$ cat src/pisr_pkg.sv
// Shared constants for the interrupt source status block
package pisr_pkg;

    // ----------------------------------------
    // Register map (byte offsets)
    // ----------------------------------------
    localparam logic [7:0] INTERRUPT_SOURCE_REGISTER_OFS = 8'h00;
    localparam logic [7:0] INTERRUPT_ENABLE_REGISTER_OFS = 8'h04;

    // ----------------------------------------
    // Field positions, shared by both registers
    // ----------------------------------------
    localparam int POWER_STATE_CHANGE_BIT = 0;
    localparam int TARGET_ABORT_SEEN_BIT = 1;
    localparam int MASTER_ABORT_SEEN_BIT = 2;
    localparam int HOST_SOFTWARE_REQUEST_BIT = 3;
    localparam int WAKE_PIN_RISE_BIT = 4;
    localparam int WAKE_PIN_FALL_BIT = 5;
    localparam int MASTER_TRANSFER_DONE_BIT = 6;
    localparam int CONFIG_LOAD_COMPLETE_BIT = 7;
    localparam int CONFIG_CHECKSUM_ERROR_BIT = 8;
    localparam int EEPROM_READY_FLAG_BIT = 9;
    localparam int RESERVED_FLAG_BIT = 10;
    localparam int BUS_RESET_CHANGE_FLAG_BIT = 11;
    localparam int FLAG_W = 12;

    // ----------------------------------------
    // Writable bits and reset values
    // ----------------------------------------
    localparam logic [FLAG_W-1:0] FLAG_MASK = 12'hBFF;
    localparam logic [FLAG_W-1:0] STATUS_RESET = 12'h000;
    localparam logic [FLAG_W-1:0] ENABLE_RESET = 12'h008;
    localparam logic [31:0] UNMAPPED_READ = 32'h0000_0000;

endpackage

$ cat src/pisr_flag_bank.sv
// Sticky event flags with write-one-to-clear and a bulk wipe
`timescale 1ns/1ps

module pisr_flag_bank #(
    parameter int W = 12
) (
    input wire logic clk,
    input wire logic rst_n,
    input wire logic wipe,
    input wire logic [W-1:0] set_vec,
    input wire logic [W-1:0] clr_vec,
    output logic [W-1:0] flags
);

    // ----------------------------------------
    // Elaboration check
    // ----------------------------------------
    if (W < 1) begin : g_bad_width
        $error("pisr_flag_bank: W must be at least 1");
    end

    // Set wins over clear so an event landing on a clear is never lost
    always_ff @(posedge clk or negedge rst_n) begin
        if (!rst_n) begin
            flags <= '0;
        end else if (wipe) begin
            flags <= '0;
        end else begin
            flags <= (flags & ~clr_vec) | set_vec;
        end
    end

endmodule

$ cat src/pisr_top.sv
// Interrupt source status and enable registers behind an Avalon-MM slave
`timescale 1ns/1ps

// What this block does
// - Flag bus reset input change as bit 11
// - Flag EEPROM ready as bit 9, zero otherwise
// - Flag checksum failure of autoinit as bit 8
// - Replay checksum error after warm reset if loaded
// - Flag config load complete bit 7, replay too
// - Flag completed master transaction as bit 6
// - Flag wake pin falling edge as bit 5
// - Flag wake pin rising edge as bit 4
// - Host doorbell request sets bit 3
// - Flag master abort as bit 2
// - Flag target abort as bit 1
// - Flag power state change, not when clocks stopped
// - Device and warm reset clear all flags
// - Bit 10 reserved, reads zero, writes ignored
// - Interrupt only for enabled sources
// - Only host request enabled after reset
// - Write one clears flag, zero/read no effect
module pisr_top
    import pisr_pkg::*;
#(
    parameter int ADDR_W = 4
) (
    input wire logic clk,
    input wire logic nrst,
    input wire logic [ADDR_W-1:0] address,
    input wire logic read,
    input wire logic write,
    input wire logic [31:0] writedata,
    input wire logic [3:0] byteenable,
    output logic [31:0] readdata,
    output logic waitrequest,
    input wire logic warm_rst,
    input wire logic bus_reset_in,
    input wire logic eeprom_ready,
    input wire logic config_load_done,
    input wire logic config_checksum_bad,
    input wire logic master_transfer_done,
    input wire logic master_abort_seen,
    input wire logic target_abort_seen,
    input wire logic power_wake_pin,
    input wire logic host_to_cpu_doorbell,
    input wire logic power_state_change,
    input wire logic dsp_clocks_running,
    output logic cpu_irq
);

    // ----------------------------------------
    // Types, checks and helpers
    // ----------------------------------------
    typedef enum logic {
        PISR_IDLE = 1'b0,
        PISR_ACK = 1'b1
    } pisr_state_t;

    if (ADDR_W < 3 || ADDR_W > 8) begin : g_bad_addr
        $error("pisr_top: ADDR_W must be 3..8 to hold both offsets");
    end

    // Expands byte enables to a bit mask over the flag field
    function automatic logic [FLAG_W-1:0] lane_mask(input logic [3:0] be);
        logic [31:0] m;
        m = {{8{be[3]}}, {8{be[2]}}, {8{be[1]}}, {8{be[0]}}};
        return m[FLAG_W-1:0];
    endfunction

    // Matches a bus address against a register offset
    function automatic logic hit(input logic [ADDR_W-1:0] a, input logic [7:0] ofs);
        return a == ofs[ADDR_W-1:0];
    endfunction

    // ----------------------------------------
    // Reset release
    // ----------------------------------------
    logic rst_meta;
    logic rst_n;

    // Two stages so the release is clean against clk
    always_ff @(posedge clk or negedge nrst) begin
        if (!nrst) begin
            rst_meta <= 1'b0;
            rst_n <= 1'b0;
        end else begin
            rst_meta <= 1'b1;
            rst_n <= rst_meta;
        end
    end

    // ----------------------------------------
    // Bus slave
    // ----------------------------------------
    pisr_state_t state;
    pisr_state_t next_state;
    logic [FLAG_W-1:0] flags;
    logic [FLAG_W-1:0] enable;
    logic access_done;
    logic status_wr;
    logic enable_wr;
    logic [FLAG_W-1:0] wr_bits;

    // A request is completed in the cycle waitrequest is low
    assign access_done = (state == PISR_ACK);
    assign wr_bits = writedata[FLAG_W-1:0] & lane_mask(byteenable) & FLAG_MASK;
    assign status_wr = access_done && write && hit(address, INTERRUPT_SOURCE_REGISTER_OFS);
    assign enable_wr = access_done && write && hit(address, INTERRUPT_ENABLE_REGISTER_OFS);

    // Handshake sequencing
    always_comb begin
        case (state)
            PISR_IDLE: next_state = (read || write) ? PISR_ACK : PISR_IDLE;
            PISR_ACK: next_state = PISR_IDLE;
            default: next_state = PISR_IDLE;
        endcase
    end

    always_ff @(posedge clk or negedge rst_n) begin
        if (!rst_n) begin
            state <= PISR_IDLE;
        end else begin
            state <= next_state;
        end
    end

    // Waitrequest is a flop; low for exactly the completing cycle
    always_ff @(posedge clk or negedge rst_n) begin
        if (!rst_n) begin
            waitrequest <= 1'b1;
        end else begin
            waitrequest <= (next_state != PISR_ACK);
        end
    end

    // Read data captured on entry to the ack cycle, held until next read
    always_ff @(posedge clk or negedge rst_n) begin
        if (!rst_n) begin
            readdata <= 32'h0000_0000;
        end else if (state == PISR_IDLE && read) begin
            if (hit(address, INTERRUPT_SOURCE_REGISTER_OFS)) begin
                readdata <= {{(32-FLAG_W){1'b0}}, flags & FLAG_MASK};
            end else if (hit(address, INTERRUPT_ENABLE_REGISTER_OFS)) begin
                readdata <= {{(32-FLAG_W){1'b0}}, enable & FLAG_MASK};
            end else begin
                readdata <= UNMAPPED_READ;
            end
        end
    end

    // ----------------------------------------
    // Enable register
    // ----------------------------------------
    // host request alone enabled after reset
    always_ff @(posedge clk or negedge rst_n) begin
        if (!rst_n) begin
            enable <= ENABLE_RESET;
        end else if (warm_rst) begin
            enable <= ENABLE_RESET; // Warm reset also restores defaults
        end else if (enable_wr) begin
            enable <= (enable & ~(lane_mask(byteenable) & FLAG_MASK)) | wr_bits;
        end
    end

    // ----------------------------------------
    // Edge detection on level inputs
    // ----------------------------------------
    logic primed;
    logic bus_reset_q;
    logic wake_q;
    logic eeprom_q;
    logic warm_q;

    // Primed keeps a pin high out of reset from looking like an edge
    always_ff @(posedge clk or negedge rst_n) begin
        if (!rst_n) begin
            primed <= 1'b0;
            bus_reset_q <= 1'b0;
            wake_q <= 1'b0;
            eeprom_q <= 1'b0;
            warm_q <= 1'b0;
        end else begin
            primed <= 1'b1;
            bus_reset_q <= bus_reset_in;
            wake_q <= power_wake_pin;
            eeprom_q <= eeprom_ready;
            warm_q <= warm_rst;
        end
    end

    // ----------------------------------------
    // Autoinit history, survives warm reset
    // ----------------------------------------
    logic cfg_loaded;
    logic cfg_bad;
    logic warm_release;

    assign warm_release = warm_q && !warm_rst;

    // Only device reset forgets a finished load
    always_ff @(posedge clk or negedge rst_n) begin
        if (!rst_n) begin
            cfg_loaded <= 1'b0;
            cfg_bad <= 1'b0;
        end else if (config_load_done) begin
            cfg_loaded <= 1'b1;
            cfg_bad <= config_checksum_bad;
        end
    end

    // ----------------------------------------
    // Event set and clear vectors
    // ----------------------------------------
    logic [FLAG_W-1:0] set_vec;
    logic [FLAG_W-1:0] clr_vec;

    always_comb begin
        set_vec = '0;
        set_vec[BUS_RESET_CHANGE_FLAG_BIT] = primed && (bus_reset_in != bus_reset_q);
        set_vec[EEPROM_READY_FLAG_BIT] = primed && eeprom_ready && !eeprom_q;
        set_vec[CONFIG_CHECKSUM_ERROR_BIT] = (config_load_done && config_checksum_bad)
            || (warm_release && cfg_loaded && cfg_bad); // replay
        // load complete, or replay after warm
        set_vec[CONFIG_LOAD_COMPLETE_BIT] = config_load_done || (warm_release && cfg_loaded);
        set_vec[MASTER_TRANSFER_DONE_BIT] = master_transfer_done;
        set_vec[WAKE_PIN_FALL_BIT] = primed && !power_wake_pin && wake_q;
        set_vec[WAKE_PIN_RISE_BIT] = primed && power_wake_pin && !wake_q;
        set_vec[HOST_SOFTWARE_REQUEST_BIT] = host_to_cpu_doorbell;
        set_vec[MASTER_ABORT_SEEN_BIT] = master_abort_seen;
        set_vec[TARGET_ABORT_SEEN_BIT] = target_abort_seen;
        set_vec[POWER_STATE_CHANGE_BIT] = power_state_change && dsp_clocks_running;
    end

    always_comb begin
        clr_vec = status_wr ? wr_bits : '0;
        // not ready forces the flag low
        clr_vec[EEPROM_READY_FLAG_BIT] = clr_vec[EEPROM_READY_FLAG_BIT] || !eeprom_ready;
    end

    // warm reset wipes, device reset via rst_n
    pisr_flag_bank #(
        .W(FLAG_W)
    ) u_flags (
        .clk(clk),
        .rst_n(rst_n),
        .wipe(warm_rst),
        .set_vec(set_vec & FLAG_MASK),
        .clr_vec(clr_vec),
        .flags(flags)
    );

    // ----------------------------------------
    // Interrupt output
    // ----------------------------------------
    // level while any enabled flag is set
    always_ff @(posedge clk or negedge rst_n) begin
        if (!rst_n) begin
            cpu_irq <= 1'b0;
        end else begin
            cpu_irq <= |(flags & enable); // gating by enables
        end
    end
endmodule

$ cat config.mk
export PLATFORM = sky130hd
export DESIGN_NAME = pisr_top
export DESIGN_NICKNAME = d
export VERILOG_FILES = /design/src/pisr_pkg.sv /design/src/pisr_flag_bank.sv /design/src/pisr_top.sv
export SDC_FILE = /design/constraint.sdc
export NUM_CORES = 1
export LEC_CHECK = 0
export BUFFER_PORTS_ARGS = -buffer_cell sky130_fd_sc_hd__clkbuf_2
export CORE_MARGIN = 2
export CORE_UTILIZATION = 46
export CTS_CLUSTER_DIAMETER = 50
export CTS_CLUSTER_SIZE = 8
export DETAILED_ROUTE_END_ITERATION = 8
export GPL_TIMING_DRIVEN = 0
export PLACE_DENSITY = 0.77
export SLEW_MARGIN = 20
export SYNTH_ARGS = -nofsm -noshare
export SYNTH_HDL_FRONTEND = slang
export SYNTH_SLANG_ARGS = --single-unit
$ cat constraint.sdc
create_clock -name clk -period 1.71 [get_ports clk]
set_input_delay 0 -clock clk [delete_from_list [all_inputs] [get_ports clk]]
set_output_delay 0 -clock clk [all_outputs]
set_load 0.01 [all_outputs]
=== Word level (Yosys, flattened, before mapping) ===
Cells that the tools add are included.

* Bits in registers: 68
* Bits of input ports: 56
* Output and inout port bits: 34
* Word-level logic and storage cells: 63

* Equality and inequality tests: 2
* Mux-type cells: 8
* Bitwise operators: 10
* Reductions and logical operators: 28

{| class="wikitable"
|+ Operators by type and width
! kind !! count
|-
| 12-bit two-way mux || 6
|-
| 12-bit AND || 4
|-
| 12-bit inverter || 2
|-
| 12-bit OR || 2
|-
| 1-bit logical AND || 16
|-
| 12-bit OR reduction || 1
|-
| 1-bit zero test || 5
|-
| 4-bit by 3-bit equality test with 1-bit output, second input constant || 1
|-
| 4-bit zero test || 1
|-
| 1-bit logical OR || 4
|-
| 1-bit inverter || 2
|-
| 1-bit one-hot mux with 2 select lines || 1
|-
| 2-bit nonzero test || 1
|-
| 1-bit two-way mux || 1
|-
| 1-bit != test || 1
|}

=== Depth between registers and ports, before layout ===
Gate-level depths: netlist of the first run.

* Depth after elaboration: 8
* Mapped depth: 4

=== Cells and area by module ===
From an unflattened synthesis of the first run, not the netlist that was laid out.

* Cells, all modules: 214
* Area, all modules: 2331.0 um^2

{| class="wikitable"
|+ By module, submodules not included
! module !! instances !! cells each !! area an instance (um^2) !! seq. area each (um^2)
|-
| pisr_top || 1 || 165 || 1801.7 || 853.3
|-
| pisr_flag_bank || 1 || 49 || 529.3 || 300.3
|}

=== Worst setup path after synthesis of the first run ===
No wires, ideal clock.

* Kind: reg2reg
* From: register state, in the netlist access_done
* To: register enable[3]
* Data arrival time: 1034 ps
* Path slack: 601 ps
* Cell stages (with the launch flop): 5
* Period minus slack after synthesis: 1109 ps
* Cells stage by stage: dfrtp_1 nand3_1 nor2b_1 buf_2 mux2i_1

* Longest elaborated chain between the ends: 3

{| class="wikitable"
|+ RTL lines
! item !! line !! RTL
|-
| start, declared || pisr_top.sv:95 || <nowiki>pisr_state_t state;</nowiki>
|-
| start signal, assigned || pisr_top.sv:123 || <nowiki>state <= next_state;</nowiki>
|-
| 1-bit logical AND (2 in a row) || pisr_top.sv:108 || <nowiki>assign enable_wr = access_done && write && hit(address, INTERRUPT_ENABLE_REGISTER_OFS);</nowiki>
|-
| 2-bit nonzero test (no source line) || -- ||
|-
| end signal, assigned || pisr_top.sv:161 || <nowiki>enable <= (enable & ~(lane_mask(byteenable) & FLAG_MASK)) | wr_bits;</nowiki>
|-
| end, declared || pisr_top.sv:98 || <nowiki>logic [FLAG_W-1:0] enable;</nowiki>
|}

No other way between the ends.
A chain may end at the register's enable or synchronous reset.

=== Final worst setup path of the first run ===
* From: register state, in the netlist access_done
* To: register enable[2]

Same word-level chain as after synthesis.

==> results of run 1 <==
[final timing paths]
| path | depth (start not counted) | start | slack [ns] | end |
|---|---|---|---|---|
| setup / recovery | 4 | access_done | 0.36 | enable[2] |
| hold / removal | 3 | write | 0.01 | waitrequest |
| setup reg to reg | 4 | access_done | 0.36 | enable[2] |
| hold reg to reg | 0 | rst_n | 0.19 | u_flags.flags[9] |
| max in group asynchronous | 1 | rst_n | 0.99 | waitrequest |
| min in group asynchronous | 0 | rst_n | 0.19 | u_flags.flags[9] |
[worst max-delay path, delay by kind of cell, from the launching register on]
family / cells / cell delay, ns
flops: 1 / 0.38
simple gates: 2 / 0.38
buf+inv: 1 / 0.28
mux: 1 / 0.22
[per-layer routing]
layer | global-route usage (%) | part of all wire (%) | vias up
met4 | 10.5 | 1.8 | 0
met1 | 22.8 | 43 | 797
met3 | 4.17 | 7.1 | 9
li1 | - | - | 874
met5 | 0 | 0 | -
met2 | 30.4 | 48 | 64
[layout make-up]
type | instances | area share, %
sequential | 45 | 38.9
multi-input combinational | 141 | 29.1
timing repair buffer | 73 | 17.8
buffer | 30 | 6.77
clock buffer | 7 | 3.32
tap | 52 | 2.24
inverter | 13 | 1.68
clock inverter | 1 | 0.172
[registers in the layout, indices dropped and copies added, names as in the netlist]
signal / flops
enable: 11
readdata: 11
u_flags.flags: 11
access_done: 1
bus_reset_q: 1
cfg_bad: 1
cfg_loaded: 1
cpu_irq: 1
eeprom_q: 1
primed: 1
rst_meta: 1
rst_n: 1
waitrequest: 1
wake_q: 1
warm_q: 1
[power groups by stage]
stage	Clock, mW	Combinational (mW)	Sequential (mW)
6_report	0.718	0.296	1.14
5_1_grt	0.763	0.328	1.15
4_1_cts	0.728	0.295	1.14
3_5_place_dp	0	0.245	1.17
3_3_place_gp	0	0.224	1.18
2_1_floorplan	0	0.144	1.17
[cells by family after synthesis]
group,Yosys count,synth area share (%)
buf+inv,43,11.5
flops,45,52.7
other cells,2,0.351
simple gates,62,16.0
mux,11,5.15
compound gates,44,13.9
xor+xnor,1,0.409
[stage by stage]
stage          TNS (ns)  area [um2]  cells  setup slack, ns  power (mW)
2_1_floorplan         0        2220    229            0.368        1.31
3_3_place_gp      -2.96        2510    326          -0.0743        1.40
3_5_place_dp          0        2530    327            0.364        1.41
4_1_cts               0        2900    362            0.357        2.17
5_1_grt               0        2900    362            0.213        2.24
6_report              0        2900    362            0.358        2.16
[timing repair]
action,in CTS,in global routing
setup endpoints to repair,0,0
hold buffers,27,0
endpoints found under the hold margin,30,0
[cell usage after synthesis]
cell type and n:
a21oi_1 5, a222oi_1 1, a22oi_1 15, a311oi_1 5, a31oi_1 1, and4_1 1, buf_2 4, buf_4 21
clkbuf_1 5, conb_1 2, dfrtp_1 43, dfstp_2 2, inv_1 13, mux2i_1 11, nand2_1 15, nand2b_1 21
nand3_1 4, nand3b_1 2, nor2_1 8, nor2_2 1, nor2b_1 3, nor4_1 2, nor4b_1 1, nor4b_2 1
o21ai_0 12, o311ai_1 1, o31ai_1 4, or2_2 2, or4_1 1, xor2_1 1
==> results.txt, run 1 <==
Core Footprint: 4410 um2
Post-synthesis area per instance: 10.3 um2
Seq pwr share: 53.0%
Cts repair resizes: 0
Crit Path Max Fanout: 8
Final core utilization: 65.7%
Fmax: 740 MHz
CP max stage delay: 0.38 ns
WS Path Type: reg -> reg
Status: complete, no violations
Yosys top cell by area: dfrtp_1
Total CTS buffers: 5
Drt drc: 0
IO Port Bufs: 45
Via/cell ratio: 4.82
Vias in the first global route: 1655
Setup Buffers After CTS: 0
Remaining antenna violation count after routing: 0
Top-area cell type share of the netlist area: 50.3%
Pins Over Slew Limit: 0
All-Layer GR Usage: 18.6%
Fillers: 365
Post-Synthesis Cells: 208
CP Launch Type: flop
Syn-to-layout area delta: 35.6%
Worst path arrival time: 1.58 ns
Top cells by area, synth: dfrtp_1, buf_4, nand2b_1, a22oi_1, mux2i_1
WP data required: 1.94 ns
Worst hold slack: 0.0133 ns
Fraction of layout cells with a size suffix above 1: 27.7%
Starting Density: 48.5%
First-pass GRT wire length: 7360 um
Yosys cell types: 30
DRT Pass-1 Iters: 4
Initial antenna violation count: 0
Register Area: 1130 um2
VDD IR max: 0.570 mV
Switching power total: 0.530 mW
Clock Latency Late Sink: 0.31 ns
Worst hold path class: in -> reg
Clk sink count: 45
YS warnings: 0
Leak: 1.40 nW
Clock share of power: 33.3%
CTS root buf: clkbuf_8
Clock slew at reported path FFs: 0.08 ns
Sequential share of the synthesized area: 52.7%
Period Utilization, post-route: 79.0%
Pwr Density: 744 nW/um2
Max clock buf depth: 2
Htree depth: 2
RSZ-0062 raised after global routing: false
CP cell instances: nand3_1, nor2b_1, buf_2, mux2i_1
Final HPWL DP: 3330 um
Top Ports: 90
Largest net degree at the start of global routing: 28
Layout Nets: 365
Post-DR wirelength/cell: 12.5 um
Final Hold Viols: 0
ANT cells: 0
Die Ht: 72.2 um
Multi-input gate area: 845 um2
Congestion Overflow GR: 0
Max-cap violations: 0
Chip width: 72.2 um
Post-Syn Area: 2140 um2
Final WL: 4520 um
Setup crit end kind: flop
P_int: 1.63 mW
Drt initial violations: 72
Commonest cells after routing, fill and taps aside: clkbuf_2, dfrtp_1, dlygate4sd3_1, conb_1
Comb power frac: 13.7%
Die area: 5210 um2
# setup viols final: 0
TritonCTS clock tree: yes
Commonest non-fill, non-tap cell in the layout: clkbuf_2
Worst clock skew: 0.00754 ns
Sw Ratio: 24.5%
Critical path's slowest cell: dfrtp_1
RD Place Congestion: 0.841
Yosys reg bits: 45
Row count: 24
Minimum clock period: 1.35 ns
Vias: 1744
No activity file was read; power rests on OpenSTA's default activity.
==> inputs of run 2 (changes only) <==
==> constraint.sdc (replaced) <==
create_clock -name clk -period 1.3 [get_ports clk]
set_input_delay 0 -clock clk [delete_from_list [all_inputs] [get_ports clk]]
set_output_delay 0 -clock clk [all_outputs]
set_load 0.01 [all_outputs]
==> results.txt, run 2 (synthesized netlist as in run 1, its figures left out) <==
Sum Neg Setup Slack: 0 ns (unchanged)
Fraction of layout cells with a size suffix above 1: 28.7% (+0.92 points)
RD Place Congestion: 0.837 (-0.46%)
Top flop regs: enable (11), readdata (11), u_flags.flags (11)
Clk sink count: 45 (unchanged)
CP Launch Type: input port
Worst r2r src: access_done
# setup viols final: 0 (unchanged)
Cell family with most CP delay: buffers and inverters
RSZ-0062 raised after global routing: false
Setup crit end kind: flop
Core Footprint: 4410 um2 (unchanged)
Top Ports: 90 (unchanged)
Period Utilization, post-route: 94.1%
FF-to-FF End: enable[8]
Congestion Overflow GR: 0 (unchanged)
Initial antenna violation count: 0 (unchanged)
Max clock buf depth: 2 (unchanged)
Worst hold path class: in -> async
Post-DR wirelength/cell: 12.3 um (-1.3%)
Most numerous cell on the critical path: dlygate4sd3_1
Commonest non-fill, non-tap cell in the layout: clkbuf_2
Largest net degree at the start of global routing: 44 (+57%)
Clock Latency Late Sink: 0.29 ns (-0.02 ns)
Vias: 1693 (-2.9%)
All-Layer GR Usage: 18.8% (+0.16 points)
Pwr Density: 951 nW/um2 (+28%)
VDD IR max: 0.909 mV (+59%)
Chip width: 72.2 um (unchanged)
Commonest cells after routing, fill and taps aside: clkbuf_2, dfrtp_1, dlygate4sd3_1, conb_1
Worst hold slack: 0.0188 ns (+0.00556 ns)
Row count: 24 (unchanged)
First-pass GRT wire length: 7420 um (+0.75%)
Final Hold Viols: 0 (unchanged)
Syn-to-layout area delta: 34.4%
WP data required: 1.50 ns (-0.44 ns)
Leak: 1.38 nW (-1.3%)
Clock slew at reported path FFs: 0.07 ns (about the same)
Crit Path Max Fanout: 2 (-6)
Vias in the first global route: 1649 (-0.36%)
Pins Over Slew Limit: 0 (unchanged)
Starting Density: 48.5% (unchanged)
Remaining antenna violation count after routing: 0 (unchanged)
Worst-Margin Slew: 0.885 ns
Htree depth: 2 (unchanged)
Worst path arrival time: 1.42 ns (-0.16 ns)
Critical path's slowest cell: dlygate4sd3_1
Status: complete, no violations
IO Port Bufs: 45 (unchanged)
Max-cap violations: 0 (unchanged)
TritonCTS clock tree: yes
Setup Buffers After CTS: 0 (unchanged)
CP cell instances: dlygate4sd3_1, clkbuf_2, nand2_1, dlygate4sd3_1, a311oi_1
Final WL: 4420 um (-2.1%)
Rel. slew slack: 41.0%
WS Path Type: in -> reg
Final HPWL DP: 3320 um (-0.33%)
DRT Pass-1 Iters: 4 (unchanged)
Total CTS buffers: 5 (unchanged)
CTS root buf: clkbuf_8
Final core utilization: 65.1% (-0.60 points)
Drt initial violations: 61 (-15%)
Drt drc: 0 (unchanged)
Fmax: 817 MHz
Worst clock skew: 0.00572 ns (-0.00182 ns)
Minimum clock period: 1.22 ns
Layout Nets: 363 (-0.55%)
CP max stage delay: 0.54 ns (+0.16 ns)
Die Ht: 72.2 um (unchanged)
WP buf/inv: 3 (+2)
Die area: 5210 um2 (unchanged)
Via/cell ratio: 4.72 (-2.1%)
Worst Reg-to-Reg Cells: 3 (-1)
R2R Setup Slk: 0.10 ns (-0.26 ns)
ANT cells: 0 (unchanged)
## run 2: where the power goes
group	switching, mW	internal (mW)	leakage, nW
clock network	0.425	0.421	0.0443
registers	0.0635	1.46	0.581
logic	0.170	0.198	0.757
total	0.659	2.08	1.38
## run 2: cell type report
type                            count  area [um2]
Tap cell                           52        65.1
Inverter                           13        48.8
Multi-Input combinational cell    141         855
Sequential cell                    45        1130
Buffer                             30         205
Clock buffer                        7        86.3
Fill cell                         382        1540
Timing Repair Buffer               71         485
## run 2: worst max-delay path by stage
stage	depth (start not counted)	end	slack (ns)	startpoint
finish	5	u_flags.flags[0]	0.08	dsp_clocks_running
floorplan	4	enable[3]	0.19	access_done
global placement	5	u_flags.flags[3]	-0.05	address[1]
detailed placement	5	u_flags.flags[2]	-0.05	address[1]
global route	5	u_flags.flags[0]	0.008	dsp_clocks_running
CTS	4	enable[6]	0.01	access_done
## run 2: repair_timing
action	4_1_cts	5_1_grt
hold buffers	26	0
setup endpoints to repair	8	23
pin swaps	0	1
endpoints found under the hold margin	29	0
cloned	0	0
gates resized for setup	1	8
## run 2: metal layers
layer | GRT usage, % | part of all wire [%] | vias up
li1 | - | - | 870
met1 | 23.7 | 45 | 760
met2 | 31.0 | 48 | 58
met3 | 5.00 | 6.4 | 5
met4 | 7.13 | 1.1 | 0
met5 | 0 | 0 | -
## run 2: through the flow
step                cells  setup slack [ns]  instance area [um2]  power (mW)
CTS                   359            0.0145                 2860        2.76
floorplan             229             0.191                 2220        1.73
finish                359            0.0766                 2880        2.73
global route          359           0.00838                 2880        2.88
global placement      326           -0.0505                 2510        1.84
detailed placement    326           -0.0535                 2510        1.85
## run 2: worst reg2reg max path, stage by stage, from the launching register on
cell and delay (ns):
dfrtp_1 0.40, nand3_1 0.22, nor2b_2 0.29, mux2i_1 0.21
